<file path="src/logic/prgc_pkg.sv">
`default_nettype none
package prgc_pkg;

    // ****************************************************************
    // widths
    // ****************************************************************
    localparam int PIX_W = 16;
    localparam int COEF_W = 16;
    localparam int PROD_W = 32;
    localparam int ADDR_W = 12;
    localparam int IDX_W = 10;
    localparam int FIFO_DEPTH = 4;
    localparam int FIFO_W = 16;

    // gain is coefficient / 16384, so the product is shifted down by 14
    localparam int GAIN_SHIFT = 14;

    // ****************************************************************
    // register indices (byte address = 4 * index)
    // ****************************************************************
    localparam logic [IDX_W-1:0] IDX_OFFS_HI = 10'h03e;
    localparam logic [IDX_W-1:0] IDX_OFFS_LO = 10'h03f;
    localparam logic [IDX_W-1:0] IDX_GAIN_HI = 10'h040;
    localparam logic [IDX_W-1:0] IDX_GAIN_LO = 10'h041;
    localparam logic [IDX_W-1:0] IDX_SRC_SEL = 10'h042;
    localparam logic [IDX_W-1:0] IDX_STATUS = 10'h043;

    // ****************************************************************
    // reset values
    // ****************************************************************
    localparam logic [7:0] RST_OFFS_HI = 8'h00;
    localparam logic [7:0] RST_OFFS_LO = 8'h00;
    localparam logic [7:0] RST_GAIN_HI = 8'h40;
    localparam logic [7:0] RST_GAIN_LO = 8'h00;
    localparam logic [7:0] RST_SRC_SEL = 8'h01;

    // ****************************************************************
    // source select fields
    // ****************************************************************
    localparam int SEL_MUL_LSB = 0;
    localparam int SEL_OFFS_BIT = 2;
    localparam logic [7:0] SEL_RW_MASK = 8'h07;

    // ****************************************************************
    // status fields
    // ****************************************************************
    localparam int ST_BUSY_BIT = 0;
    localparam int ST_EMPTY_BIT = 1;
    localparam int ST_FULL_BIT = 2;
    localparam int ST_LEVEL_LSB = 3;

    // multiplier source, in register order 0, 1, 2
    typedef enum logic [1:0] {
        MUL_BYPASS,
        MUL_FIXED,
        MUL_DRAM
    } prgc_mul_src_e;

    // per-pixel coefficient pair from the dram buffer
    typedef struct packed {
        logic [COEF_W-1:0] offset;
        logic [COEF_W-1:0] gain;
    } prgc_coef_s;

endpackage
`default_nettype wire

</file>
<file path="src/logic/prgc_top.sv">
// Local design decision: the APB interface to the registers.
`timescale 1ns/1ps
`default_nettype none

// ********************************************************************
// output fifo
// ********************************************************************
module prgc_fifo #(
    parameter int WIDTH = 16,
    parameter int DEPTH = 4
) (
    input wire logic clk,
    input wire logic reset_n,
    input wire logic in_valid,
    output logic in_ready,
    input wire logic [WIDTH-1:0] in_data,
    output logic out_valid,
    input wire logic out_ready,
    output logic [WIDTH-1:0] out_data,
    output logic [$clog2(DEPTH+1)-1:0] level
);

    localparam int PW = $clog2(DEPTH);
    localparam int CW = $clog2(DEPTH+1);

    typedef struct packed {
        logic [DEPTH-1:0][WIDTH-1:0] mem;
        logic [PW-1:0] wr_ptr;
        logic [PW-1:0] rd_ptr;
        logic [CW-1:0] count;
    } prgc_fifo_state_s;

    prgc_fifo_state_s st_ff;
    prgc_fifo_state_s nxt_st;
    logic do_wr;
    logic do_rd;

    // honest full and empty flags
    assign in_ready = (st_ff.count != CW'(DEPTH));
    assign out_valid = (st_ff.count != '0);
    assign out_data = st_ff.mem[st_ff.rd_ptr];
    assign level = st_ff.count;
    assign do_wr = in_valid && in_ready;
    assign do_rd = out_valid && out_ready;

    // pointer and count update
    always_comb
    begin
        nxt_st = st_ff;
        if (do_wr)
        begin
            nxt_st.mem[st_ff.wr_ptr] = in_data;
            nxt_st.wr_ptr = (st_ff.wr_ptr == PW'(DEPTH-1)) ? '0 : st_ff.wr_ptr + 1'b1;
        end
        if (do_rd)
        begin
            nxt_st.rd_ptr = (st_ff.rd_ptr == PW'(DEPTH-1)) ? '0 : st_ff.rd_ptr + 1'b1;
        end
        if (do_wr && !do_rd)
        begin
            nxt_st.count = st_ff.count + 1'b1;
        end
        else if (do_rd && !do_wr)
        begin
            nxt_st.count = st_ff.count - 1'b1;
        end
    end

    // state register
    always_ff @(posedge clk)
    begin
        if (!reset_n)
        begin
            st_ff <= '0;
        end
        else
        begin
            st_ff <= nxt_st;
        end
    end

endmodule

// ********************************************************************
// offset and gain correction stage
// ********************************************************************
module prgc_top (
    input wire logic clk,
    input wire logic reset_n,
    input wire logic psel,
    input wire logic penable,
    input wire logic pwrite,
    input wire logic [prgc_pkg::ADDR_W-1:0] paddr,
    input wire logic [31:0] pwdata,
    output logic [31:0] prdata,
    output logic pready,
    output logic pslverr,
    input wire logic pix_in_valid,
    output logic pix_in_ready,
    input wire logic [prgc_pkg::PIX_W-1:0] pix_in_data,
    input wire logic coef_valid,
    output logic coef_ready,
    input wire prgc_pkg::prgc_coef_s coef_data,
    output logic pix_out_valid,
    input wire logic pix_out_ready,
    output logic [prgc_pkg::PIX_W-1:0] pix_out_data
);

    localparam int LW = $clog2(prgc_pkg::FIFO_DEPTH+1);

    typedef struct packed {
        logic [7:0] offs_hi;
        logic [7:0] offs_lo;
        logic [7:0] gain_hi;
        logic [7:0] gain_lo;
        logic [7:0] src_sel;
        logic [31:0] rdata;
        logic ready;
        logic slverr;
        logic stg_valid;
        logic [prgc_pkg::PIX_W-1:0] stg_data;
    } prgc_state_s;

    prgc_state_s st_ff;
    prgc_state_s nxt_st;

    logic fifo_in_ready;
    logic [LW-1:0] fifo_level;
    logic [prgc_pkg::FIFO_W-1:0] fifo_out_data;
    logic fifo_out_valid;

    prgc_pkg::prgc_mul_src_e mul_src;
    logic offs_dram;
    logic need_coef;
    logic have_coef;
    logic stage_free;
    logic accept;
    logic [prgc_pkg::COEF_W-1:0] fix_offs;
    logic [prgc_pkg::COEF_W-1:0] fix_gain;
    logic [prgc_pkg::COEF_W-1:0] sel_offs;
    logic [prgc_pkg::COEF_W-1:0] sel_gain;
    logic [prgc_pkg::PIX_W:0] diff;
    logic [prgc_pkg::PIX_W-1:0] diff_clamped;
    logic [prgc_pkg::PROD_W-1:0] product;
    logic [prgc_pkg::PIX_W-1:0] result;
    logic setup;
    logic access;
    logic [31:0] status_word;

    // word index match for a register
    function automatic logic reg_hit(
        input logic [prgc_pkg::ADDR_W-1:0] addr,
        input logic [prgc_pkg::IDX_W-1:0] idx
    );
        reg_hit = (addr[prgc_pkg::ADDR_W-1:2] == idx);
    endfunction

    // ****************************************************************
    // coefficient selection
    // ****************************************************************

    // fixed coefficients from the byte pairs
    assign fix_offs = {st_ff.offs_hi, st_ff.offs_lo};
    assign fix_gain = {st_ff.gain_hi, st_ff.gain_lo};

    // source decode; code 3 acts as bypass
    assign mul_src = prgc_pkg::prgc_mul_src_e'(st_ff.src_sel[prgc_pkg::SEL_MUL_LSB +: 2]);
    assign offs_dram = st_ff.src_sel[prgc_pkg::SEL_OFFS_BIT];
    assign need_coef = offs_dram || (mul_src == prgc_pkg::MUL_DRAM);

    // offset source choice
    assign sel_offs = offs_dram ? coef_data.offset : fix_offs;

    // multiplier source choice
    assign sel_gain = (mul_src == prgc_pkg::MUL_DRAM) ? coef_data.gain : fix_gain;

    // ****************************************************************
    // arithmetic
    // ****************************************************************

    // offset removal with floor at zero
    always_comb
    begin
        diff = {1'b0, pix_in_data} - {1'b0, sel_offs};
        diff_clamped = diff[prgc_pkg::PIX_W] ? '0 : diff[prgc_pkg::PIX_W-1:0];
    end

    // gain multiply, scale and saturate
    always_comb
    begin
        product = diff_clamped * sel_gain;
        case (mul_src)
            prgc_pkg::MUL_FIXED,
            prgc_pkg::MUL_DRAM:
            begin
                // scale down by 16384 and saturate above full scale
                if (product[prgc_pkg::PROD_W-1:prgc_pkg::GAIN_SHIFT+prgc_pkg::PIX_W] != '0)
                begin
                    result = '1;
                end
                else
                begin
                    result = product[prgc_pkg::GAIN_SHIFT +: prgc_pkg::PIX_W];
                end
            end
            default:
            begin
                result = diff_clamped;
            end
        endcase
    end

    // ****************************************************************
    // stream handshake
    // ****************************************************************

    // a pixel waits for its coefficient only when dram supplies one
    assign have_coef = !need_coef || coef_valid;
    assign stage_free = !st_ff.stg_valid || fifo_in_ready;
    assign accept = pix_in_valid && have_coef && stage_free;
    assign pix_in_ready = have_coef && stage_free;
    assign coef_ready = need_coef && pix_in_valid && stage_free;

    // ****************************************************************
    // apb slave
    // ****************************************************************
    assign setup = psel && !penable;
    assign access = psel && penable && st_ff.ready;
    assign prdata = st_ff.rdata;
    assign pready = st_ff.ready;
    assign pslverr = st_ff.slverr;

    // status word: fifo level, full, empty and stage busy
    always_comb
    begin
        status_word = '0;
        status_word[prgc_pkg::ST_BUSY_BIT] = st_ff.stg_valid;
        status_word[prgc_pkg::ST_EMPTY_BIT] = !fifo_out_valid;
        status_word[prgc_pkg::ST_FULL_BIT] = !fifo_in_ready;
        status_word[prgc_pkg::ST_LEVEL_LSB +: LW] = fifo_level;
    end

    // next state: bus answer, register writes, pipeline stage
    always_comb
    begin
        nxt_st = st_ff;
        // read data and error prepared in the setup cycle
        if (setup)
        begin
            nxt_st.ready = 1'b1;
            nxt_st.slverr = 1'b0;
            nxt_st.rdata = '0;
            if (reg_hit(paddr, prgc_pkg::IDX_OFFS_HI))
            begin
                nxt_st.rdata[7:0] = st_ff.offs_hi;
            end
            else if (reg_hit(paddr, prgc_pkg::IDX_OFFS_LO))
            begin
                nxt_st.rdata[7:0] = st_ff.offs_lo;
            end
            else if (reg_hit(paddr, prgc_pkg::IDX_GAIN_HI))
            begin
                nxt_st.rdata[7:0] = st_ff.gain_hi;
            end
            else if (reg_hit(paddr, prgc_pkg::IDX_GAIN_LO))
            begin
                nxt_st.rdata[7:0] = st_ff.gain_lo;
            end
            else if (reg_hit(paddr, prgc_pkg::IDX_SRC_SEL))
            begin
                nxt_st.rdata[7:0] = st_ff.src_sel;
            end
            else if (reg_hit(paddr, prgc_pkg::IDX_STATUS))
            begin
                nxt_st.rdata = pwrite ? '0 : status_word;
            end
            else
            begin
                nxt_st.slverr = 1'b1;
            end
        end
        else if (access)
        begin
            nxt_st.ready = 1'b0;
            nxt_st.slverr = 1'b0;
        end
        // writes land at the completing edge only
        if (access && pwrite)
        begin
            if (reg_hit(paddr, prgc_pkg::IDX_OFFS_HI))
            begin
                nxt_st.offs_hi = pwdata[7:0];
            end
            else if (reg_hit(paddr, prgc_pkg::IDX_OFFS_LO))
            begin
                nxt_st.offs_lo = pwdata[7:0];
            end
            else if (reg_hit(paddr, prgc_pkg::IDX_GAIN_HI))
            begin
                nxt_st.gain_hi = pwdata[7:0];
            end
            else if (reg_hit(paddr, prgc_pkg::IDX_GAIN_LO))
            begin
                nxt_st.gain_lo = pwdata[7:0];
            end
            else if (reg_hit(paddr, prgc_pkg::IDX_SRC_SEL))
            begin
                nxt_st.src_sel = pwdata[7:0] & prgc_pkg::SEL_RW_MASK;
            end
        end
        // output stage drains into the fifo, then refills
        if (st_ff.stg_valid && fifo_in_ready)
        begin
            nxt_st.stg_valid = 1'b0;
        end
        if (accept)
        begin
            nxt_st.stg_valid = 1'b1;
            nxt_st.stg_data = result;
        end
    end

    // state register
    always_ff @(posedge clk)
    begin
        if (!reset_n)
        begin
            st_ff <= '0;
            st_ff.offs_hi <= prgc_pkg::RST_OFFS_HI;
            st_ff.offs_lo <= prgc_pkg::RST_OFFS_LO;
            st_ff.gain_hi <= prgc_pkg::RST_GAIN_HI;
            st_ff.gain_lo <= prgc_pkg::RST_GAIN_LO;
            st_ff.src_sel <= prgc_pkg::RST_SRC_SEL;
        end
        else
        begin
            st_ff <= nxt_st;
        end
    end

    // ****************************************************************
    // output buffer
    // ****************************************************************
    prgc_fifo #(
        .WIDTH(prgc_pkg::FIFO_W),
        .DEPTH(prgc_pkg::FIFO_DEPTH)
    ) u_fifo (
        .clk(clk),
        .reset_n(reset_n),
        .in_valid(st_ff.stg_valid),
        .in_ready(fifo_in_ready),
        .in_data(st_ff.stg_data),
        .out_valid(fifo_out_valid),
        .out_ready(pix_out_ready),
        .out_data(fifo_out_data),
        .level(fifo_level)
    );

    assign pix_out_valid = fifo_out_valid;
    assign pix_out_data = fifo_out_data;

endmodule
`default_nettype wire

</file>
<file path="config.mk">
export PLATFORM = sky130hd
export DESIGN_NAME = prgc_top
export DESIGN_NICKNAME = d
export VERILOG_FILES = /design/src/logic/prgc_pkg.sv /design/src/logic/prgc_top.sv
export SDC_FILE = /design/constraint.sdc
export NUM_CORES = 1
export LEC_CHECK = 0
export BUFFER_PORTS_ARGS = -buffer_cell sky130_fd_sc_hd__buf_2
export CORE_MARGIN = 1
export CORE_UTILIZATION = 50
export DETAILED_ROUTE_END_ITERATION = 10
export GPL_TIMING_DRIVEN = 1
export PLACE_DENSITY = 0.69
export SLEW_MARGIN = 20
export SYNTH_ARGS = -nofsm -noshare
export SYNTH_HDL_FRONTEND = slang
export SYNTH_HIERARCHICAL = 1
export SYNTH_SLANG_ARGS = --single-unit
</file>
<file path="constraint.sdc">
create_clock -name clk -period 14.9 [get_ports clk]
set_clock_uncertainty 0.1 [all_clocks]
set_input_delay 4.47 -clock clk [delete_from_list [all_inputs] [get_ports clk]]
set_output_delay 4.47 -clock clk [all_outputs]
set_load 0.02 [all_outputs]
</file>
Word-level counts from Yosys, hierarchy flattened. Index checks and enable logic that the tools add are counted.

Bits in registers: 157. Word-level logic and storage cells: 108.

Add/subtract/negate cells: 5. $mul: 1. Magnitude comparators: 3. Equality and inequality tests: 11. Mux-type cells: 32. Bitwise operators: 4. Reductions and logical operators: 35.

Operators with widths (count): 16-bit two-way mux (7); 64-bit bitwise mux (1); 10-bit by 7-bit equality test with 1-bit output, second input constant (4); 16-bit binary-select mux with 2-bit select (1); 16-bit demux with 2-bit select (1); 16-bit by 16-bit multiplier with 32-bit output (1); 8-bit two-way mux (4); 24-bit two-way mux (1); 10-bit by 6-bit equality test with 1-bit output, second input constant (2); 6-bit two-way mux (3); 17-bit two-way mux (1); 16-bit by 16-bit subtractor with 17-bit output (1); 1-bit logical AND (14); 2-bit two-way mux (4); 2-bit nonzero test (4); 1-bit zero test (7); 1-bit two-way mux (7); 2-bit equality test, second input constant (3); 2-bit by 3-bit less-than comparator with 1-bit output, second input constant (2); 3-bit two-way mux (2); 6-bit AND reduction (1); 5-bit AND reduction (1); 2-bit by 1-bit adder with 2-bit output, second input constant (2); 1-bit NOT (4); 11 further kinds (13).

Logic depth before layout (Yosys ltp). Gate-level depths: netlist of run 1.

Depth in word-level cells: 9. Mapped depth: 37.

Modules after synthesis. Netlist of run 1, hierarchy kept.

By module, submodules not included: prgc_top (instances 1, cells each 1482, area each 12639.6 um^2, seq. area each 1241.2 um^2); prgc_fifo (instances 1, cells each 297, area each 3199.3 um^2, seq. area each 1421.4 um^2).

Worst setup path after synthesis of run 1. OpenSTA, ideal clock, no wires.

Kind: input to register. Start: in coef_data[16] in the netlist's numbering. End: reg st_ff[11] in the netlist's numbering. Library setup time: 0.117 ns. Arrival: 12.209 ns. Required time: 14.683 ns. Path slack: 2.474 ns. Cell stages on the path: 34. Path buffers: 2. Path through: mux2_2 ha_1 inv_1 fa_1 nand3_1 a211oi_1 nor3_1 a21boi_0 o21ai_0 nor2b_1 xnor2_1 and2_1 clkbuf_1 nand2_1 fa_1 fa_1 fa_1 inv_1 fa_1 fa_1 inv_1 fa_1 inv_1 ha_1 a21o_1 a21o_1 a21o_1 a2111oi_2 and3_1 mux2i_1 a211oi_2 buf_6 o31ai_1 a22o_1.

Word-level cells in the longest chain between the ends: 7.

RTL lines: start: declaration (line prgc_top.sv:103) `input wire prgc_pkg::prgc_coef_s coef_data,`; 16-bit two-way mux (*) (line prgc_top.sv:172) `assign sel_offs = offs_dram ? coef_data.offset : fix_offs;`; 16-bit by 16-bit subtractor with 17-bit output (*) (line prgc_top.sv:184) `diff = {1'b0, pix_in_data} - {1'b0, sel_offs};`; 16-bit two-way mux (*) (line prgc_top.sv:185) `diff_clamped = diff[prgc_pkg::PIX_W] ? '0 : diff[prgc_pkg::PIX_W-1:0];`; 16-bit by 16-bit multiplier with 32-bit output (line prgc_top.sv:191) `product = diff_clamped * sel_gain;`; 2-bit nonzero test (line prgc_top.sv:197) `if (product[prgc_pkg::PROD_W-1:prgc_pkg::GAIN_SHIFT+prgc_pkg::PIX_W] != '0)`; 16-bit two-way mux (line prgc_top.sv:197); 16-bit two-way mux (*) (line prgc_top.sv:192) `case (mul_src)`; end signal: assignment (line prgc_top.sv:337) `st_ff <= nxt_st;`; end: declaration (line prgc_top.sv:124) `prgc_state_s st_ff;`.

Mark *: on every way between the ends. The rest lies on a longest branch, timed or not. A chain may end at the register's enable or synchronous reset.

Worst setup path in the final report of run 1.
Start: in coef_data[16] in the netlist's numbering. End: reg st_ff[0] in the netlist's numbering.

The elaborated chain is that of the path after synthesis.

==> results.json, run 1 <==
{
  "status": "complete, no violations",
  "initial_antenna_violation_count": 1,
  "first_global_vias": 13100,
  "cts_tree": "done",
  "clk_transition_reported_paths_ps": 60,
  "timing.final.crit_share_pct": 88.6,
  "max-cap-violations": 0,
  "critical_path.endpoint_type": "register",
  "cp.arrival_ps": 13460,
  "synth-seq-cells": 133,
  "slew-limit-headroom_pct": 27.7,
  "async_reset_ff_share_pct": 0,
  "synthCells": 1779,
  "synth.avg_cell_area_um2": 8.90,
  "fin_nets": 2253,
  "design_area_final_mm2": 0.0171,
  "hold_path_startpoint": "u_fifo/st_ff[38]",
  "grt_pass1_wl_um": 68700,
  "synth_top_flop_cell": "sky130_fd_sc_hd__dfxtp_1",
  "timing.critical_path.from_type": "primary input",
  "cp_slowest_stage_delay_ps": 550,
  "count_of_flip_flops_with_a_built_in_enable_after_synthesis": 0,
  "dp_hpwl_um": 34900,
  "critical_path_peak_fanout": 16,
  "worstPathBufferInverterCount": 6,
  "synthDominantAreaCellType": "sky130_fd_sc_hd__fa_1",
  "row_count": 64,
  "port-buffer-count": 102,
  "via_per_inst": 5.71,
  "numClockSinks": 133,
  "count_of_final_max_slew_check_failures": 0,
  "globalRoute.totalOverflow": 0,
  "initialDrtViolationCount": 917,
  "dpl_worst_slack_ps": 1400,
  "n_fill_cell": 2840,
  "timing.critical_path.from": "coef_data[16]",
  "grt_start_max_net_pins": 85,
  "ys_seq_area_share_pct": 16.8,
  "crit_top_cell": "sky130_fd_sc_hd__fa_1",
  "yosysTopAreaCellShare_pct": 24.6,
  "final.min_clock_period_ps": 13200,
  "p_leak_nw": 7.95,
  "grt_setup_unrepaired": "false",
  "die-area_mm2": 0.0324,
  "wl_um": 43400,
  "detailedRoute.firstPassIterationCount": 5,
  "tritoncts.num_buffers": 17,
  "critPathTopFamily": "adder cells",
  "dominant_cells_by_area_after_synthesis": "sky130_fd_sc_hd__fa_1, sky130_fd_sc_hd__dfxtp_1, sky130_fd_sc_hd__ha_1, sky130_fd_sc_hd__mux2i_1, sky130_fd_sc_hd__nand2_1",
  "count_of_endpoints_failing_hold_in_the_final_timing_report": 0,
  "worst_pin_slew_ps": 1050,
  "worst_skew_pair.late_latency_ps": 420,
  "cp_slowest_cell": "sky130_fd_sc_hd__fa_1",
  "core_area_mm2": 0.0309,
  "ant_nets": 0,
  "crit-reg2reg-launch": "offs_dram",
  "layout_cell_share_with_drive_strength_beyond_1_pct": 11.1,
  "total_via_count_after_detailed_routing": 12800,
  "placement.cell_area_mm2": 0.0165,
  "gpl.final_weighted_congestion": 0.955,
  "drc": 0,
  "ports": 153,
  "critical_path_class": "primary input to register",
  "cts.path.max_buffers": 2,
  "post-cts-setup-buffer-count": 0,
  "die_height_um": 180,
  "setup_viol_count_final": 0,
  "synth_cell_type_count": 71,
  "max_freq_mhz": 75.7,
  "ir_drop_v": 0.0000607,
  "dieWidth_um": 180,
  "ctsResizeCount": 0,
  "floorplan.initialDensity_pct": 51.2,
  "synthesis.yosys.warnings": 6,
  "wire_per_inst_um": 19.4,
  "setup-tns-final_ps": 0,
  "worstHoldPathType": "register to register",
  "grtUsageTotal_pct": 27.3,
  "power-per-cell-area_mw_per_mm2": 62.4,
  "cts_hold_repair.buffers": 0,
  "worst-endpoint-required_ps": 15150,
  "n_antenna_cell": 0,
  "cts.root.buffer_cell": "sky130_fd_sc_hd__clkbuf_16",
  "htree_num_levels": 4,
  "syn2layout_area_growth_pct": 7.88,
  "final_util_pct": 55.3,
  "post_synth_instance_area_mm2": 0.0158,
  "worst_slack_ps": 1700
}
## layout make-up
class / instances / area, µm² / share of cell area (%)
Sequential cell: 133 / 2660 / 15.6
Timing Repair Buffer: 125 / 686 / 4.01
Inverter: 227 / 852 / 4.99
Clock buffer: 20 / 457 / 2.67
Clock inverter: 11 / 140 / 0.820
Multi-Input combinational cell: 1329 / 11800 / 69.0
Tap cell: 396 / 495 / 2.90
## through the flow
stage	hold slack [ps]	total power, mW	std cells
floorplan	326	0.579	1802
finish	356	1.07	2241
global route	374	1.11	2241
detailed placement	347	0.646	2210
CTS	357	1.07	2241
global placement	339	0.641	2210
## cell usage in the layout (no fill, tap or decap), types with 11 or more instances in the layout
cell type and count:
sky130_fd_sc_hd__dfxtp_1 133, sky130_fd_sc_hd__buf_2 101, sky130_fd_sc_hd__a21o_1 34, sky130_fd_sc_hd__a31oi_1 13, sky130_fd_sc_hd__nand4_1 18, sky130_fd_sc_hd__a21oi_1 50, sky130_fd_sc_hd__o21ai_0 29, sky130_fd_sc_hd__nand2_1 256
sky130_fd_sc_hd__clkbuf_16 17, sky130_fd_sc_hd__mux2_2 11, sky130_fd_sc_hd__buf_4 24, sky130_fd_sc_hd__nand2b_1 13, sky130_fd_sc_hd__nor2_1 149, sky130_fd_sc_hd__and2_1 18, sky130_fd_sc_hd__fa_1 195, sky130_fd_sc_hd__mux2i_1 131
sky130_fd_sc_hd__nor2b_1 52, sky130_fd_sc_hd__nand3_1 21, sky130_fd_sc_hd__inv_1 227, sky130_fd_sc_hd__conb_1 24, sky130_fd_sc_hd__mux4_2 16, sky130_fd_sc_hd__ha_1 125, sky130_fd_sc_hd__xor2_1 12, sky130_fd_sc_hd__xnor2_1 16
## worst reg2reg max path, delay by kind of cell (launching register included)
kind	cells	cell delay (ps)
fa+ha+maj	8	3660
compound gates	11	2740
simple gates	6	1570
buf+inv	5	750
flops	1	530
mux	1	220
xor+xnor	1	150
## worst paths after layout
kind	cells past startpoint	end	slack, ps
worst max-delay path	34	st_ff[0]	1700
worst min-delay path	2	u_fifo/st_ff[38]	360
worst max register to register	32	st_ff[0]	5120
worst min register to register	2	u_fifo/st_ff[38]	360
## metal layers
metal	part of all wire, %	vias to the layer above	global-route usage [%]	wire, µm
li1	-	5896	-	-
met1	42	6211	35.4	18300
met2	45	562	43.9	19600
met3	8.0	114	5.31	3490
met4	4.5	2	12.9	1960
met5	0.030	-	0	13
## flip-flops by register name (all words and copies together), names as in the netlist
name,cells
offs_dram,1
prdata,8
fix_offs,16
mul_src,2
pready,1
pslverr,1
u_fifo/level,3
fix_gain,16
st_ff,17
u_fifo/st_ff,68
## cells in the mapped netlist (4+ instances only)
library cell / instances
sky130_fd_sc_hd__nand2_1: 256
sky130_fd_sc_hd__inv_1: 227
sky130_fd_sc_hd__fa_1: 195
sky130_fd_sc_hd__nor2_1: 149
sky130_fd_sc_hd__dfxtp_1: 133
sky130_fd_sc_hd__mux2i_1: 132
sky130_fd_sc_hd__ha_1: 125
sky130_fd_sc_hd__clkbuf_1: 63
sky130_fd_sc_hd__nor2b_1: 52
sky130_fd_sc_hd__a21oi_1: 50
sky130_fd_sc_hd__buf_4: 35
sky130_fd_sc_hd__a21o_1: 34
sky130_fd_sc_hd__o21ai_0: 29
sky130_fd_sc_hd__nand3_1: 21
sky130_fd_sc_hd__and2_1: 18
sky130_fd_sc_hd__nand4_1: 18
sky130_fd_sc_hd__mux4_2: 16
sky130_fd_sc_hd__xnor2_1: 16
sky130_fd_sc_hd__a31oi_1: 13
sky130_fd_sc_hd__nand2b_1: 13
sky130_fd_sc_hd__xor2_1: 12
sky130_fd_sc_hd__mux2_2: 11
sky130_fd_sc_hd__nor3_1: 11
sky130_fd_sc_hd__a221oi_1: 10
sky130_fd_sc_hd__buf_6: 10
sky130_fd_sc_hd__o211ai_1: 8
sky130_fd_sc_hd__o21ai_1: 8
sky130_fd_sc_hd__o21a_1: 7
sky130_fd_sc_hd__and3_1: 6
sky130_fd_sc_hd__mux2_1: 6
sky130_fd_sc_hd__o21bai_1: 6
sky130_fd_sc_hd__a21boi_0: 5
sky130_fd_sc_hd__a22oi_1: 5
sky130_fd_sc_hd__o31ai_1: 5
sky130_fd_sc_hd__or3_1: 5
sky130_fd_sc_hd__a211o_1: 4
sky130_fd_sc_hd__and3_4: 4
sky130_fd_sc_hd__buf_2: 4
sky130_fd_sc_hd__or2_2: 4
## where the power goes
group / leakage (nW) / switching (mW) / internal (mW)
clock network: 0.291 / 0.165 / 0.259
logic: 6.58 / 0.165 / 0.0927
registers: 1.08 / 0.0156 / 0.369
## logic make-up (layout without fill, tap and decap cells)
logic type	Yosys count	count (layout)	synth area share (%)
compound gates	218	218	9.46
xor+xnor	28	28	1.55
fa+ha+maj	320	320	34.5
buf+inv	340	383	9.39
flops	133	133	16.8
mux	166	166	11.9
other cells	1	24	0.0237
simple gates	573	573	16.3
Power figures use the tool's default switching activity.
==> run 2, diff against run 1 <==
Settings changed: CORE_MARGIN 1 to 1.5.
==> run 2 against run 1 <==
Die area rose by 1.1%. Largest cell class unchanged. Non-clock buffer count did not move. Sequential share of layout area barely moved. Cell area fell by 0.13%. Cell count barely moved. Maximum frequency fell by 0.43%. Critical path depth did not move. Core utilization fell by 0.073 points. Worst hold slack got worse by 3.8 ps.
==> results.json, run 2 (synthesis results as in run 1) <==
{
  "top_layer_used": "met4",
  "p_leak_nw": 7.95,
  "max_reg_flops": 68,
  "setup-tns-final_ps": 0,
  "routedLengthMet1_um": 18200,
  "post-cts-setup-buffer-count": 0,
  "cts_tree": "done",
  "htree_num_levels": 4,
  "slew-limit-headroom_pct": 30.8,
  "die_height_um": 181,
  "cts.root.buffer_cell": "sky130_fd_sc_hd__clkbuf_16",
  "power-per-cell-area_mw_per_mm2": 61.5,
  "count_of_final_max_slew_check_failures": 0,
  "ir_drop_v": 0.0000750,
  "critical_path_class": "primary input to register",
  "grtUsageTotal_pct": 27.0,
  "dpl_worst_slack_ps": 1400,
  "worst_pin_slew_ps": 1030,
  "critical_path_peak_fanout": 16,
  "registers.top_by_ff_count": "u_fifo/st_ff",
  "timing.final.crit_share_pct": 89.0,
  "initialDrtViolationCount": 928,
  "clk_transition_reported_paths_ps": 60,
  "numClockSinks": 133,
  "fin_nets": 2253,
  "syn2layout_area_growth_pct": 7.73,
  "ports": 153,
  "setup_viol_count_final": 0,
  "mostFrequentLayoutCells": "sky130_fd_sc_hd__nand2_1, sky130_fd_sc_hd__inv_1, sky130_fd_sc_hd__fa_1",
  "gpl.final_weighted_congestion": 0.995,
  "timing.critical_path.from_type": "primary input",
  "total_via_count_after_detailed_routing": 12800,
  "tritoncts.num_buffers": 17,
  "max-cap-violations": 0,
  "n_fill_cell": 2824,
  "largest_registers": "u_fifo/st_ff: 68 flops, st_ff: 17 flops",
  "wl_met2_um": 19900,
  "grt_start_max_net_pins": 97,
  "row_count": 64,
  "cp_slowest_cell": "sky130_fd_sc_hd__nor3_1",
  "initial_antenna_violation_count": 0,
  "dp_hpwl_um": 34200,
  "route.met3.wl_um": 3660,
  "grt_pass1_wl_um": 69200,
  "port-buffer-count": 102,
  "final.min_clock_period_ps": 13260,
  "core_area_mm2": 0.0309,
  "crit_top_cell": "sky130_fd_sc_hd__fa_1",
  "cts_hold_repair.buffers": 0,
  "max_freq_mhz": 75.4,
  "worst-endpoint-required_ps": 15150,
  "layout_cell_share_with_drive_strength_beyond_1_pct": 11.1,
  "first_global_vias": 12900,
  "critical_path.endpoint_type": "register",
  "ctsResizeCount": 0,
  "grt_setup_unrepaired": "false",
  "detailedRoute.firstPassIterationCount": 5,
  "via_per_inst": 5.71,
  "status": "complete, no violations",
  "n_antenna_cell": 0,
  "worst_slack_ps": 1640,
  "wire_per_inst_um": 19.2,
  "globalRoute.totalOverflow": 0,
  "layout.cells.most_common": "sky130_fd_sc_hd__nand2_1",
  "cp_slowest_stage_delay_ps": 550,
  "worst_skew_pair.late_latency_ps": 420,
  "dieWidth_um": 181,
  "ant_nets": 0,
  "floorplan.initialDensity_pct": 51.2,
  "drc": 0,
  "cp.arrival_ps": 13510,
  "cts.path.max_buffers": 2,
  "count_of_endpoints_failing_hold_in_the_final_timing_report": 0,
  "wl_um": 43100,
  "die-area_mm2": 0.0328,
  "worstHoldPathType": "register to register"
}
==> run 2: cell types whose count changed in the layout (fill, tap and decap cells not counted), sizes merged <==
| cell | delta |
|---|---|
| bufinv | -1 |
| clkinv | +5 |
| clkinvlp | -1 |
| inv | -2 |
==> run 2: final cells by class <==
class                      instances  area [µm²]  share of cell area (%)
timing repair buffer             125         686                    4.02
sequential                       133        2660                    15.6
clock inverter                    12         121                   0.711
multi-input combinational       1329       11800                    69.2
clock buffer                      20         447                    2.62
tap                              396         495                    2.90
inverter                         227         852                    4.99
==> run 2: path summary, 6_finish.rpt <==
path / cells after the start / to / slack (ps) / from
worst max-delay path: 34 / st_ff[0] / 1640 / coef_data[16]
worst max register to register: 32 / st_ff[0] / 5090 / offs_dram
worst min-delay path: 1 / st_ff[0] / 350 / st_ff[0]
worst min register to register: 1 / st_ff[0] / 350 / st_ff[0]
==> run 2: metrics by stage <==
step	utilization (%)	total power [mW]	instances	hold slack, ps	instance area (µm²)
global placement	53.3	0.641	2210	337	16500
floorplan	-	0.579	1802	326	15900
finish	55.2	1.05	2242	353	17100
detailed placement	53.3	0.647	2210	345	16500
global route	55.2	1.09	2242	363	17100
CTS	55.2	1.05	2242	357	17100
==> run 2: where the power goes <==
part	switching [mW]	internal (mW)	total, mW
Combinational	0.165	0.0925	0.257
Clock	0.169	0.238	0.407
Sequential	0.0159	0.369	0.384
==> run 2: critical path: cells and delay by family <==
family	cells	cell delay, ps
xor+xnor	1	170
fa+ha+maj	9	3900
mux	1	140
compound gates	11	2610
simple gates	6	1690
buf+inv	6	540
==> run 2: layer usage <==
layer	vias to the layer above	track usage, %
met3	93	5.58
met5	-	0
met1	6266	35.7
met2	542	44.2
met4	0	8.77
li1	5903	-
==> run 3, diff against run 2 <==
Settings changed: CORE_MARGIN 1.5 to 1, GPL_ROUTABILITY_DRIVEN set to 0, REMOVE_ABC_BUFFERS set to 1.
==> run 3 against run 2 <==
Sequential share of layout area barely moved. Total power rose by 1.9%. Cell count barely moved. Global-route usage rose by 0.13 points. Core utilization barely moved. Worst hold slack improved by 0.90 ps. Flip-flop and latch count did not move. Non-clock buffer count fell by 2. Combinational power barely moved. Critical endpoint is now st_ff[4]. Largest power group unchanged.
==> results.json, run 3 (synthesis results as in run 1) <==
{
  "status": "complete, no violations",
  "initialDrtViolationCount": 989,
  "numClockSinks": 133,
  "max-cap-violations": 0,
  "count_of_endpoints_failing_hold_in_the_final_timing_report": 0,
  "ant_nets": 0,
  "cts_hold_repair.buffers": 0,
  "via_per_inst": 5.72,
  "grtUsageTotal_pct": 27.1,
  "tritoncts.num_buffers": 17,
  "setup-tns-final_ps": 0,
  "ports": 153,
  "place_inst": 2208,
  "max_freq_mhz": 76.5,
  "timing.critical_path.from_type": "primary input",
  "placement.cell_area_mm2": 0.0165,
  "cp_slowest_stage_delay_ps": 570,
  "power-per-cell-area_mw_per_mm2": 62.6,
  "largest_registers": "u_fifo/st_ff: 68 flops, st_ff: 17 flops",
  "total_via_count_after_detailed_routing": 12800,
  "timing.final.crit_share_pct": 87.7,
  "dp_hpwl_um": 33500,
  "clk_transition_reported_paths_ps": 60,
  "critical_path_class": "primary input to register",
  "worst-endpoint-required_ps": 15110,
  "crit_top_cell": "sky130_fd_sc_hd__fa_1",
  "critical_path_peak_fanout": 15,
  "n_fill_cell": 2816,
  "post-cts-setup-buffer-count": 0,
  "final_cell_count_no_fill": 2240,
  "worst_skew_pair.late_latency_ps": 420,
  "detailedRoute.firstPassIterationCount": 5,
  "wl_um": 42500,
  "layout_cell_share_with_drive_strength_beyond_1_pct": 11.1,
  "cts_tree": "done",
  "htree_num_levels": 4,
  "p_leak_nw": 7.93,
  "cts.root.buffer_cell": "sky130_fd_sc_hd__clkbuf_16",
  "port-buffer-count": 102,
  "ctsResizeCount": 0,
  "die-area_mm2": 0.0324,
  "row_count": 64,
  "core_area_mm2": 0.0309,
  "setup_viol_count_final": 0,
  "initial_antenna_violation_count": 1,
  "design_area_final_mm2": 0.0171,
  "ir_drop_v": 0.0000609,
  "totalPowerFinal_mw": 1.07,
  "count_of_final_max_slew_check_failures": 0,
  "max_reg_flops": 68,
  "worst_pin_slew_ps": 1110,
  "cp_slowest_cell": "sky130_fd_sc_hd__and2_1",
  "die_height_um": 180,
  "final_util_pct": 55.2,
  "grt_start_max_net_pins": 91,
  "first_global_vias": 12900,
  "registers.top_by_ff_count": "u_fifo/st_ff",
  "fin_nets": 2251,
  "layout.cells.most_common": "sky130_fd_sc_hd__nand2_1",
  "drc": 0,
  "syn2layout_area_growth_pct": 7.80,
  "floorplan.initialDensity_pct": 51.2,
  "critical_path.endpoint_type": "register",
  "grt_pass1_wl_um": 69200,
  "dieWidth_um": 180,
  "wire_per_inst_um": 19.0,
  "cp.arrival_ps": 13280,
  "grt_setup_unrepaired": "false",
  "final.min_clock_period_ps": 13070,
  "worstHoldPathType": "register to register",
  "cts.path.max_buffers": 2,
  "globalRoute.totalOverflow": 0,
  "mostFrequentLayoutCells": "sky130_fd_sc_hd__nand2_1, sky130_fd_sc_hd__inv_1, sky130_fd_sc_hd__fa_1",
  "slew-limit-headroom_pct": 24.1
}
==> run 3: cell types whose count changed in the layout (fill, tap and decap cells not counted), sizes merged <==
cell	before	now
inv	232	234
clkinvlp	0	4
clkbuf	20	17
diode	0	1
clkinv	6	1
buf	125	123
bufinv	1	2
==> run 3: per-stage QoR <==
| step | setup slack [ps] | hold slack (ps) |
|---|---|---|
| 6_report | 1830 | 354 |
| 5_1_grt | 1350 | 374 |
| 4_1_cts | 1830 | 358 |
| 3_5_place_dp | 1410 | 349 |
| 3_3_place_gp | 1590 | 339 |
| 2_1_floorplan | 1690 | 326 |
==> run 3: power by group <==
part           total, mW  switching (mW)  internal (mW)
clock network      0.424           0.174          0.250
logic              0.260           0.165         0.0947
registers          0.385          0.0160          0.368
==> run 3: worst max-delay path, delay by kind of cell <==
| family | cells | cell delay [ps] |
|---|---|---|
| adder cells (fa/ha/maj) | 9 | 3970 |
| AO/OA/AOI/OAI | 10 | 2070 |
| AND/OR/NAND/NOR | 6 | 1780 |
| buffers and inverters | 6 | 560 |
| multiplexers | 2 | 230 |
| XOR/XNOR | 1 | 180 |
==> run 3: cell type report <==
cell class / instances / area, µm² / area share (%)
Timing Repair Buffer: 123 / 671 / 3.93
Tap cell: 396 / 495 / 2.90
Clock inverter: 14 / 168 / 0.982
Inverter: 227 / 852 / 4.99
Antenna cell: 1 / 2.50 / 0.0147
Clock buffer: 17 / 425 / 2.49
Multi-Input combinational cell: 1329 / 11800 / 69.1
Sequential cell: 133 / 2660 / 15.6
==> run 3: routing by layer <==
layer	part of all wire, %	GRT usage [%]
met1	43	36.6
met2	47	44.0
met4	2.8	8.69
met3	7.7	4.88
met5	0	0
==> run 3: worst paths after layout <==
| kind | depth (start not counted) | slack (ps) | end | start |
|---|---|---|---|---|
| max | 34 | 1830 | st_ff[4] | coef_data[16] |
| min | 2 | 350 | u_fifo/st_ff[64] | u_fifo/st_ff[64] |
| max reg2reg | 33 | 4770 | st_ff[4] | offs_dram |
| min reg2reg | 2 | 350 | u_fifo/st_ff[64] | u_fifo/st_ff[64] |
